### config.mk
export PLATFORM = sky130hd
export DESIGN_NAME = scg_clock_gate_mask
export DESIGN_NICKNAME = d
export VERILOG_FILES = /design/src/scg_pkg.sv /design/src/scg_clock_gate_mask.sv
export SDC_FILE = /design/constraint.sdc
export NUM_CORES = 1
export LEC_CHECK = 0
export BUFFER_PORTS_ARGS = -buffer_cell sky130_fd_sc_hd__buf_2
export CAP_MARGIN = 20
export CORE_AREA = 2 2 150 79
export DETAILED_ROUTE_END_ITERATION = 8
export DIE_AREA = 0 0 152 81
export MAX_ROUTING_LAYER = met4
export PLACE_DENSITY = 0.83
export SLEW_MARGIN = 15
export SYNTH_ARGS = -nofsm -noshare
export SYNTH_HDL_FRONTEND = slang
export SYNTH_SLANG_ARGS = --single-unit
### constraint.sdc
create_clock -name clk -period 2 [get_ports clk]
set_input_delay 0.3 -clock clk [delete_from_list [all_inputs] [get_ports clk]]
set_output_delay 0.3 -clock clk [all_outputs]
set_load 0.01 [all_outputs]
### src/scg_pkg.sv
// Summary of operation
// - After suspend, internal clocking restarts the cycle after clock enable samples high.
// - Leaving power-down turns the disabled input buffers (inBufEn) back on; output drive stays off until a read.
// - During writes, mask high drops the word; mask low stores it.
// - During reads, mask low enables output drivers; mask high disables them.
// - Clock enable low during a burst suspends internal clock next cycle, state held.
// - Clock enable low with all banks idle enters power-down, buffers off but clock enable.
package scg_pkg;

  // ****************************************
  // Widths and timing
  // ****************************************
  localparam int DATA_W   = 16;
  localparam int COL_W    = 10;
  localparam int BURST_W  = 11;
  localparam int CLK_NS   = 100;
  localparam int TIS_NS   = 2;
  localparam int PDE_NS   = TIS_NS + CLK_NS;
  localparam int PDE_CYC  = (PDE_NS + CLK_NS - 1) / CLK_NS;

  // ****************************************
  // Commands and modes
  // ****************************************
  typedef enum logic [2:0] {
    SCG_CMD_NOP   = 3'h0,
    SCG_CMD_READ  = 3'h1,
    SCG_CMD_WRITE = 3'h2,
    SCG_CMD_STOP  = 3'h3,
    SCG_CMD_OTHER = 3'h4
  } scg_cmd_t;

  typedef enum logic [1:0] {
    SCG_IDLE  = 2'h0,
    SCG_READ  = 2'h1,
    SCG_WRITE = 2'h2,
    SCG_PDOWN = 2'h3
  } scg_state_t;

  localparam logic [COL_W-1:0]   COL_ZERO   = 10'h000;
  localparam logic [BURST_W-1:0] BURST_ZERO = 11'h000;
  localparam logic [BURST_W-1:0] BURST_ONE  = 11'h001;
  localparam logic [DATA_W-1:0]  DATA_ZERO  = 16'h0000;

endpackage

### src/scg_clock_gate_mask.sv
`timescale 1ns/1ns
module scg_clock_gate_mask #(
  parameter int DATA_W  = scg_pkg::DATA_W,
  parameter int COL_W   = scg_pkg::COL_W,
  parameter int BURST_W = scg_pkg::BURST_W
) (
  // Clock and reset
  input  wire logic               clk,
  input  wire logic               rst_n,
  // Device pins, synchronised inside
  input  wire logic               clkEn,
  input  wire logic               dataMask,
  input  wire scg_pkg::scg_cmd_t  cmd,
  input  wire logic [COL_W-1:0]   colAddr,
  input  wire logic [BURST_W-1:0] burstLen,
  input  wire logic [DATA_W-1:0]  dqIn,
  // Array side
  input  wire logic [DATA_W-1:0]  arrayRdData,
  output logic                    arrayWrEn,
  output logic [COL_W-1:0]        arrayCol,
  output logic [DATA_W-1:0]       arrayWrData,
  // Data pin drive
  output logic [DATA_W-1:0]       dqOut,
  output logic                    dqOe,
  // Status
  output logic                    inBufEn,
  output logic                    clkSuspended,
  output logic                    powerDown
);

  // ****************************************
  // State
  // ****************************************
  // Pin inputs pass two flops, so the device view lags the pins by two.
  typedef struct packed {
    logic [1:0]          cke;
    logic [1:0]          dqm;
    logic [5:0]          cmdS;
    logic [2*COL_W-1:0]  colS;
    logic [2*BURST_W-1:0] lenS;
    logic [2*DATA_W-1:0] dqS;
    scg_pkg::scg_state_t state;
    logic                ckePrev;
    logic [COL_W-1:0]    col;
    logic [BURST_W-1:0]  left;
    logic                wrEn;
    logic [COL_W-1:0]    aCol;
    logic [DATA_W-1:0]   wrData;
    logic [DATA_W-1:0]   out;
    logic                oe;
  } scg_regs_t;

  scg_regs_t r_ff;
  scg_regs_t nxt_r;
  logic      cke;
  logic      dqm;
  logic      run;
  scg_pkg::scg_cmd_t c;

  always_comb begin
    nxt_r = r_ff;
    nxt_r.cke  = {r_ff.cke[0], clkEn};
    nxt_r.dqm  = {r_ff.dqm[0], dataMask};
    nxt_r.cmdS = {r_ff.cmdS[2:0], cmd};
    nxt_r.colS = {r_ff.colS[COL_W-1:0], colAddr};
    nxt_r.lenS = {r_ff.lenS[BURST_W-1:0], burstLen};
    nxt_r.dqS  = {r_ff.dqS[DATA_W-1:0], dqIn};
    cke = r_ff.cke[1];
    dqm = r_ff.dqm[1];
    c   = scg_pkg::scg_cmd_t'(r_ff.cmdS[5:3]);
    nxt_r.ckePrev = cke;
    // Clocking runs only when enable was high the previous cycle.
    run = r_ff.ckePrev;
    nxt_r.wrEn = 1'b0;
    if (run) begin
      case (r_ff.state)
        scg_pkg::SCG_IDLE: begin
          if (!cke) begin
            nxt_r.state = scg_pkg::SCG_PDOWN;
          end else if (c == scg_pkg::SCG_CMD_READ ||
                       c == scg_pkg::SCG_CMD_WRITE) begin
            nxt_r.col  = r_ff.colS[2*COL_W-1:COL_W];
            // Point the array at the first word so read data is ready.
            nxt_r.aCol = r_ff.colS[2*COL_W-1:COL_W];
            nxt_r.left = r_ff.lenS[2*BURST_W-1:BURST_W];
            nxt_r.state = (c == scg_pkg::SCG_CMD_READ) ?
                          scg_pkg::SCG_READ : scg_pkg::SCG_WRITE;
          end
        end
        scg_pkg::SCG_READ, scg_pkg::SCG_WRITE: begin
          // The next cycle is masked by ckePrev, which freezes all this.
          if (r_ff.state == scg_pkg::SCG_WRITE) begin
            nxt_r.wrEn   = !dqm;
            nxt_r.aCol   = r_ff.col;
            nxt_r.wrData = r_ff.dqS[2*DATA_W-1:DATA_W];
          end else begin
            nxt_r.out = arrayRdData;
            // Look one column ahead, since the array answers combinationally.
            nxt_r.aCol = r_ff.col + 1'b1;
          end
          nxt_r.col  = r_ff.col + 1'b1;
          nxt_r.left = r_ff.left - scg_pkg::BURST_ONE;
          if (c == scg_pkg::SCG_CMD_STOP ||
              r_ff.left <= scg_pkg::BURST_ONE) begin
            nxt_r.state = scg_pkg::SCG_IDLE;
            nxt_r.left  = scg_pkg::BURST_ZERO;
          end
        end
        scg_pkg::SCG_PDOWN: begin
          nxt_r.state = scg_pkg::SCG_IDLE;
        end
        default: begin
          nxt_r.state = scg_pkg::SCG_IDLE;
        end
      endcase
    end else if (r_ff.state == scg_pkg::SCG_PDOWN && cke) begin
      // Exit seen: buffers return as clocking restarts next cycle.
      nxt_r.state = scg_pkg::SCG_IDLE;
    end
    // Drivers mark each unmasked read word; suspended data holds.
    nxt_r.oe = run && r_ff.state == scg_pkg::SCG_READ && !dqm;
  end

  always_ff @(posedge clk) begin
    if (!rst_n) begin
      r_ff         <= '0;
      r_ff.state   <= scg_pkg::SCG_IDLE;
      r_ff.cke     <= 2'h3;
      r_ff.ckePrev <= 1'b1;
    end else begin
      r_ff <= nxt_r;
    end
  end

  assign arrayWrEn    = r_ff.wrEn;
  assign arrayCol     = r_ff.aCol;
  assign arrayWrData  = r_ff.wrData;
  assign dqOut        = r_ff.out;
  assign dqOe         = r_ff.oe;
  assign clkSuspended = !r_ff.ckePrev &&
                        r_ff.state != scg_pkg::SCG_PDOWN;
  assign powerDown    = r_ff.state == scg_pkg::SCG_PDOWN;
  assign inBufEn      = r_ff.state != scg_pkg::SCG_PDOWN;

endmodule

==> results of run 1 <==
[Yosys cell counts (all sizes together) (2+ instances only)]
cell type  number
nor3           13
nand3           6
o22ai           3
and2           84
nand4           6
o22a            2
a211oi          4
o41ai           4
clkbuf         25
mux2i           5
or3             3
ha              8
a31oi           3
a22oi           2
dfxtp         152
a32o            7
xnor2           7
a21oi          49
or2             2
nand2          98
nor2b           7
nor4            2
nor3b           3
o2bb2ai         5
and4b           2
a31o            2
inv            10
and4            2
a221oi          4
o21ai          24
nor2           20
buf            56
a32oi           2
a211o           2
a2bb2oi         2
nand2b          3
a311oi          2
[metal layers]
metal / GRT usage / up-vias / wire [µm]
li1: - / 2239 / -
met1: 0.307 / 2126 / 6450
met2: 0.316 / 193 / 5420
met3: 0.0742 / 15 / 1240
met4: 0.0729 / 0 / 134
met5: - / - / 0
[logic make-up (layout without fill, tap and decap cells)]
logic type,after synthesis,after routing,synth area share
AO/OA/AOI/OAI,122,122,0.135
XOR/XNOR,8,8,0.0118
adder cells (fa/ha/maj),8,8,0.0169
buffers and inverters,91,167,0.0867
flip-flops,152,152,0.514
multiplexers,6,6,0.0104
AND/OR/NAND/NOR,253,253,0.225
[state kept, by name, summed over array words and instances, names as in the netlist]
name	flops
c	3
arrayWrData	16
arrayWrEn	1
dqOe	1
r_ff	60
dqOut	16
nxt_r	42
run	1
dqm	1
cke	1
arrayCol	10
[metrics by stage]
stage / setup slack [ns] / utilization / total power, mW / area (µm²) / instances
floorplan: 0.207 / - / 5.22 / 5920 / 640
global placement: 0.153 / 0.565 / 5.73 / 6350 / 834
detailed placement: 0.0545 / 0.565 / 5.82 / 6350 / 834
CTS: 0.0401 / 0.614 / 8.74 / 6900 / 866
global route: 0.00696 / 0.615 / 9.19 / 6910 / 866
finish: 0.0671 / 0.615 / 8.77 / 6910 / 866
[power breakdown]
part / switching [mW] / total, mW / internal, mW
Combinational: 1.40 / 2.33 / 0.928
Clock: 1.32 / 2.93 / 1.62
Sequential: 0.199 / 3.51 / 3.31
Total: 2.91 / 8.77 / 5.85
[worst max-delay path, delay by kind of cell (launching register included)]
kind	cells	cell delay, ns
buffers and inverters	2	0.25
DFF	1	0.32
adders and majority gates	1	0.39
and+or+nand+nor	2	0.46
AOI/OAI and AO/OA	2	0.43
[worst paths after layout]
kind                            startpoint          to  slack, ns  cells past startpoint
worst max register to register    r_ff[66]    r_ff[49]       0.07                      7
worst min-delay path                 clkEn  nxt_r[151]       0.07                      2
worst min register to register  nxt_r[151]         cke       0.42                      1
worst max-delay path              r_ff[66]    r_ff[49]       0.07                      7
[layout make-up]
type | count | area (µm²)
Sequential cell | 152 | 3040
Multi-Input combinational cell | 397 | 2370
Clock buffer | 18 | 429
Tap cell | 150 | 188
Inverter | 10 | 37.5
Timing Repair Buffer | 125 | 723
Fill cell | 905 | 4330
Clock inverter | 14 | 119
[timing repair]
item / 4_1_cts / 5_1_grt
hold buffers: 0 / 0
gates resized for setup: 0 / 4
endpoints found under the setup margin: 0 / 3
==> run_results.csv, run 1 <==
group,metric,value,unit
outcome,status,"finished, final reports clean",
floorplan,rows,28,
floorplan,die_h,81,µm
synth,synth_enable_flop_cells,0,
clocking,cts_tree,"built",
synth,async_flop_share,0,
route,totalWireLength,13.2,mm
finish,area_growth,16.8,%
route,routedWlPerCell,15.3,µm
pwr,total_leakage_power,2.90,nW
clocking,post_cts_buffers,0,
sta,max_freq,0.517,GHz
worst_setup_path,cp-end-kind,"flip-flop",
global_route,grt_pass1_vias,4215,
global_route,grt_overflow,0,
synth,ys_ff_latch,152,
synth,synth_ff_type,"dfxtp_1",
synth,ys_seq_area_frac,0.514,
sta,setup_viol,0,
finish,insertedDiodeCount,0,
floorplan,initial_utilization,0.526,
finish,layout_common_cells,"dfxtp_1, buf_2, nand2_1",
sta,rsz0062_at_grt,"false",
synth,yosys_warnings,0,
synth,synth_top_area_frac,0.514,
global_route,antenna_found_initial,0,
synth,synth_cells,640,
route,vias,4573,
worst_setup_path,crit_required,2.37,ns
global_route,grt_max_degree,111,
floorplan,dieArea,0.0123,mm²
clocking,htree_levels,4,
placement,post-dp-hpwl,9.39,mm
route,firstDrtPassIters,5,
sta,hold-worst-slack,0.0687,ns
sta,hold_violations,0,
synth,yosysUniqueCellTypes,60,
global_route,grt_pass1_wl,20.9,mm
floorplan,boundaryPins,107,
synth,synth_top_area_cell,"dfxtp_1",
worst_setup_path,worstPathMaxFanout,29,
route,ant_nets,0,
sta,worstMarginPinSlew,0.548,ns
route,drcViolationCount,0,
pwr,irDropWorstVdd,0.000664,V
worst_setup_path,critPathSlowestCell,"ha_1",
clocking,clock_latency,0.42,ns
finish,layout-drive-gt1-share,0.243,
worst_setup_path,cp_cell_sequence,"inv_1 -> ha_1 -> nand2_1 -> o22a_1 -> buf_12 -> nor2_2 -> a32o_1",
sta,fin_crit_sh,0.966,
sta,fin_crit,1.93,ns
worst_setup_path,start_kind,"flip-flop",
sta,clock_skew,0.0103,ns
synth,synth_area_leaders,"dfxtp_1, and2_1, nand2_1",
route,drtIter0Drc,353,
clocking,clock-sinks,152,
sta,slew_headroom,0.634,
placement,gp_congestion,0.936,
worst_setup_path,arrival,2.30,ns
floorplan,die_w,152,µm
floorplan,core_region_area,0.0112,mm²
sta,fin_tns_setup,0,ns
hold_path,hp-class,"input pin to flip-flop",
synth,syn_area_per_cell,9.25,µm²
placement,port_buffers,106,
pwr,power_density,1270,mW/mm²
job,drv_cap,0,
clocking,cts.clk_slew.worst_paths,0.06,ns
finish,layout.nets,771,
synth,netlist_area,0.00592,mm²
route,viasPerCell,5.28,
synth,syn_nets,708,
clocking,cts_buffers,17,
worst_setup_path,critical_path_class,"flip-flop to flip-flop",
clocking,cts_buffer_depth,2,
global_route,track_usage,0.225,
worst_setup_path,cpPeakStageDelay,0.39,ns
finish,final_common_cell,"dfxtp_1",
clocking,root_buffer,"clkbuf_16",
sta,drv_slew,0,
(Power assumes the default switching activity.)
==> inputs of run 2 (changes only) <==
--- a/config.mk
+++ b/config.mk
@@ -7,9 +7,11 @@
 export LEC_CHECK = 0
 export BUFFER_PORTS_ARGS = -buffer_cell sky130_fd_sc_hd__buf_2
 export CAP_MARGIN = 20
-export CORE_AREA = 2 2 150 79
+export CELL_PAD_IN_SITES_DETAIL_PLACEMENT = 0
+export CELL_PAD_IN_SITES_GLOBAL_PLACEMENT = 2
+export CORE_AREA = 2 2 190 99
 export DETAILED_ROUTE_END_ITERATION = 8
-export DIE_AREA = 0 0 152 81
+export DIE_AREA = 0 0 192 101
 export MAX_ROUTING_LAYER = met4
 export PLACE_DENSITY = 0.83
 export SLEW_MARGIN = 15
==> run_results.csv, run 2 (synthesis results as in run 1) <==
group,metric,value,unit
finish,regMostFlops,"r_ff",
finish,layout-drive-gt1-share,0.252,
clocking,clock_latency,0.42,ns
sta,worstMarginPinSlew,0.498,ns
sta,max_freq,0.533,GHz
floorplan,boundaryPins,107,
pwr,p_sw_frac,0.321,
clocking,root_buffer,"clkbuf_16",
finish,largest_reg_flops,60,
sta,hold_violations,0,
finish,layout_common_cells,"dfxtp_1, buf_2, nand2_1",
pwr,p_clk_frac,0.357,
clocking,cts_tree,"built",
global_route,grt_max_degree,89,
finish,design_area,0.00709,mm²
floorplan,dieArea,0.0194,mm²
finish,final_core_utilization,0.397,
route,ant_nets,0,
worst_setup_path,cp-end-kind,"flip-flop",
pwr,power_density,1280,mW/mm²
hold_path,whs_path_depth,2,
sta,fin_tns_setup,0,ns
clocking,cts.clk_slew.worst_paths,0.06,ns
global_route,grt_pass1_vias,4223,
sta,setup_viol,0,
floorplan,core_region_area,0.0179,mm²
outcome,status,"finished, final reports clean",
sta,slew_headroom,0.667,
clocking,htree_levels,4,
finish,layout.nets,772,
pwr,total_leakage_power,2.92,nW
placement,dpl_cell_area,0.00644,mm²
job,drv_cap,0,
worst_setup_path,critical_path_class,"flip-flop to flip-flop",
worst_setup_path,crit_required,2.34,ns
pwr,share_comb_of_total_power,0.258,
pwr,p_switching,2.92,mW
floorplan,initial_utilization,0.331,
global_route,track_usage,0.150,
worst_setup_path,start_kind,"flip-flop",
clocking,clock-sinks,152,
finish,insertedDiodeCount,0,
pwr,finalPower,9.09,mW
route,routedWlPerCell,14.1,µm
route,drtIter0Drc,350,
sta,fin_crit_sh,0.937,
placement,gp_congestion,0.801,
route,totalWireLength,13.5,mm
global_route,grt_overflow,0,
finish,fillCellCount,1799,
placement,port_buffers,106,
floorplan,die_w,192,µm
pwr,irDropWorstVdd,0.000736,V
route,drcViolationCount,0,
worst_setup_path,reg2reg_from,"r_ff[66]",
clocking,cts_buffers,17,
sta,fin_ws,0.125,ns
hold_path,hp-class,"input pin to flip-flop",
global_route,antenna_found_initial,0,
global_route,grt_pass1_wl,21.8,mm
pwr,sequentialPowerShare,0.385,
sta,drv_slew,0,
finish,area_growth,19.7,%
pwr,p_int,6.17,mW
floorplan,die_h,101,µm
finish,final_common_cell,"dfxtp_1",
worst_setup_path,rr_worst_depth,7,
route,viasPerCell,4.57,
worst_setup_path,arrival,2.22,ns
placement,post-dp-hpwl,9.64,mm
sta,fin_crit,1.87,ns
sta,clock_skew,0.0103,ns
placement,dp_slack,-0.0224,ns
route,vias,4375,
clocking,cts_buffer_depth,2,
worst_setup_path,cp-startpoint,"r_ff[66]",
hold_path,holdCritStartpoint,"clkEn",
worst_setup_path,worstPathMaxFanout,29,
floorplan,rows,35,
route,firstDrtPassIters,5,
==> run 2: power by group through the flow <==
| stage | registers [mW] | logic, mW | clock network [mW] |
|---|---|---|---|
| CTS | 3.50 | 2.28 | 3.34 |
| detailed placement | 3.56 | 2.27 | 0 |
| finish | 3.50 | 2.35 | 3.24 |
| global placement | 3.55 | 2.22 | 0 |
| global route | 3.53 | 2.63 | 3.49 |
| floorplan | 3.52 | 1.69 | 0 |
==> run 2: what timing repair did <==
action | CTS | global route
buffers inserted | 0 | 1
resized for setup | 1 | 10
setup endpoints to repair | 2 | 16
hold buffers | 0 | 0
pin swaps | 0 | 1
==> run 2: path summary, 6_finish.rpt <==
| check | end | slack (ns) |
|---|---|---|
| min reg2reg | r_ff[113] | 0.43 |
| max reg2reg | r_ff[55] | 0.13 |
| min | nxt_r[151] | 0.06 |
| max | r_ff[55] | 0.13 |
==> run 2: worst max-delay path: stages (launching register included) <==
cell	delay (ns)
dfxtp_1	0.39
inv_2	0.09
ha_4	0.31
nand2_1	0.12
o22a_1	0.24
buf_12	0.18
or3_1	0.34
a21oi_1	0.13
==> run 2: per-layer routing <==
metal  up-vias  share of wire  track usage
met1      2001           0.55        0.217
met3        11          0.054       0.0418
li1       2245              -            -
met4         0         0.0090       0.0435
met2       118           0.39        0.199
met5         -              0            -
==> run 2: area by class of cell <==
class                   instances  area [µm²]  area share
flip-flops and latches        152        3050       0.430
multi-input cells             397        2390       0.338
repair buffers                126         706      0.0996
clock buffers                  19         443      0.0625
well taps                     240         300      0.0424
clock inverters                13         163      0.0230
inverters                      10        37.5     0.00530
==> run 2: metrics by stage <==
stage / hold WS (ns) / cells
floorplan: 0.386 / 640
global placement: 0.404 / 924
detailed placement: 0.418 / 924
CTS: 0.0375 / 956
global route: 0.0584 / 957
finish: 0.0600 / 957
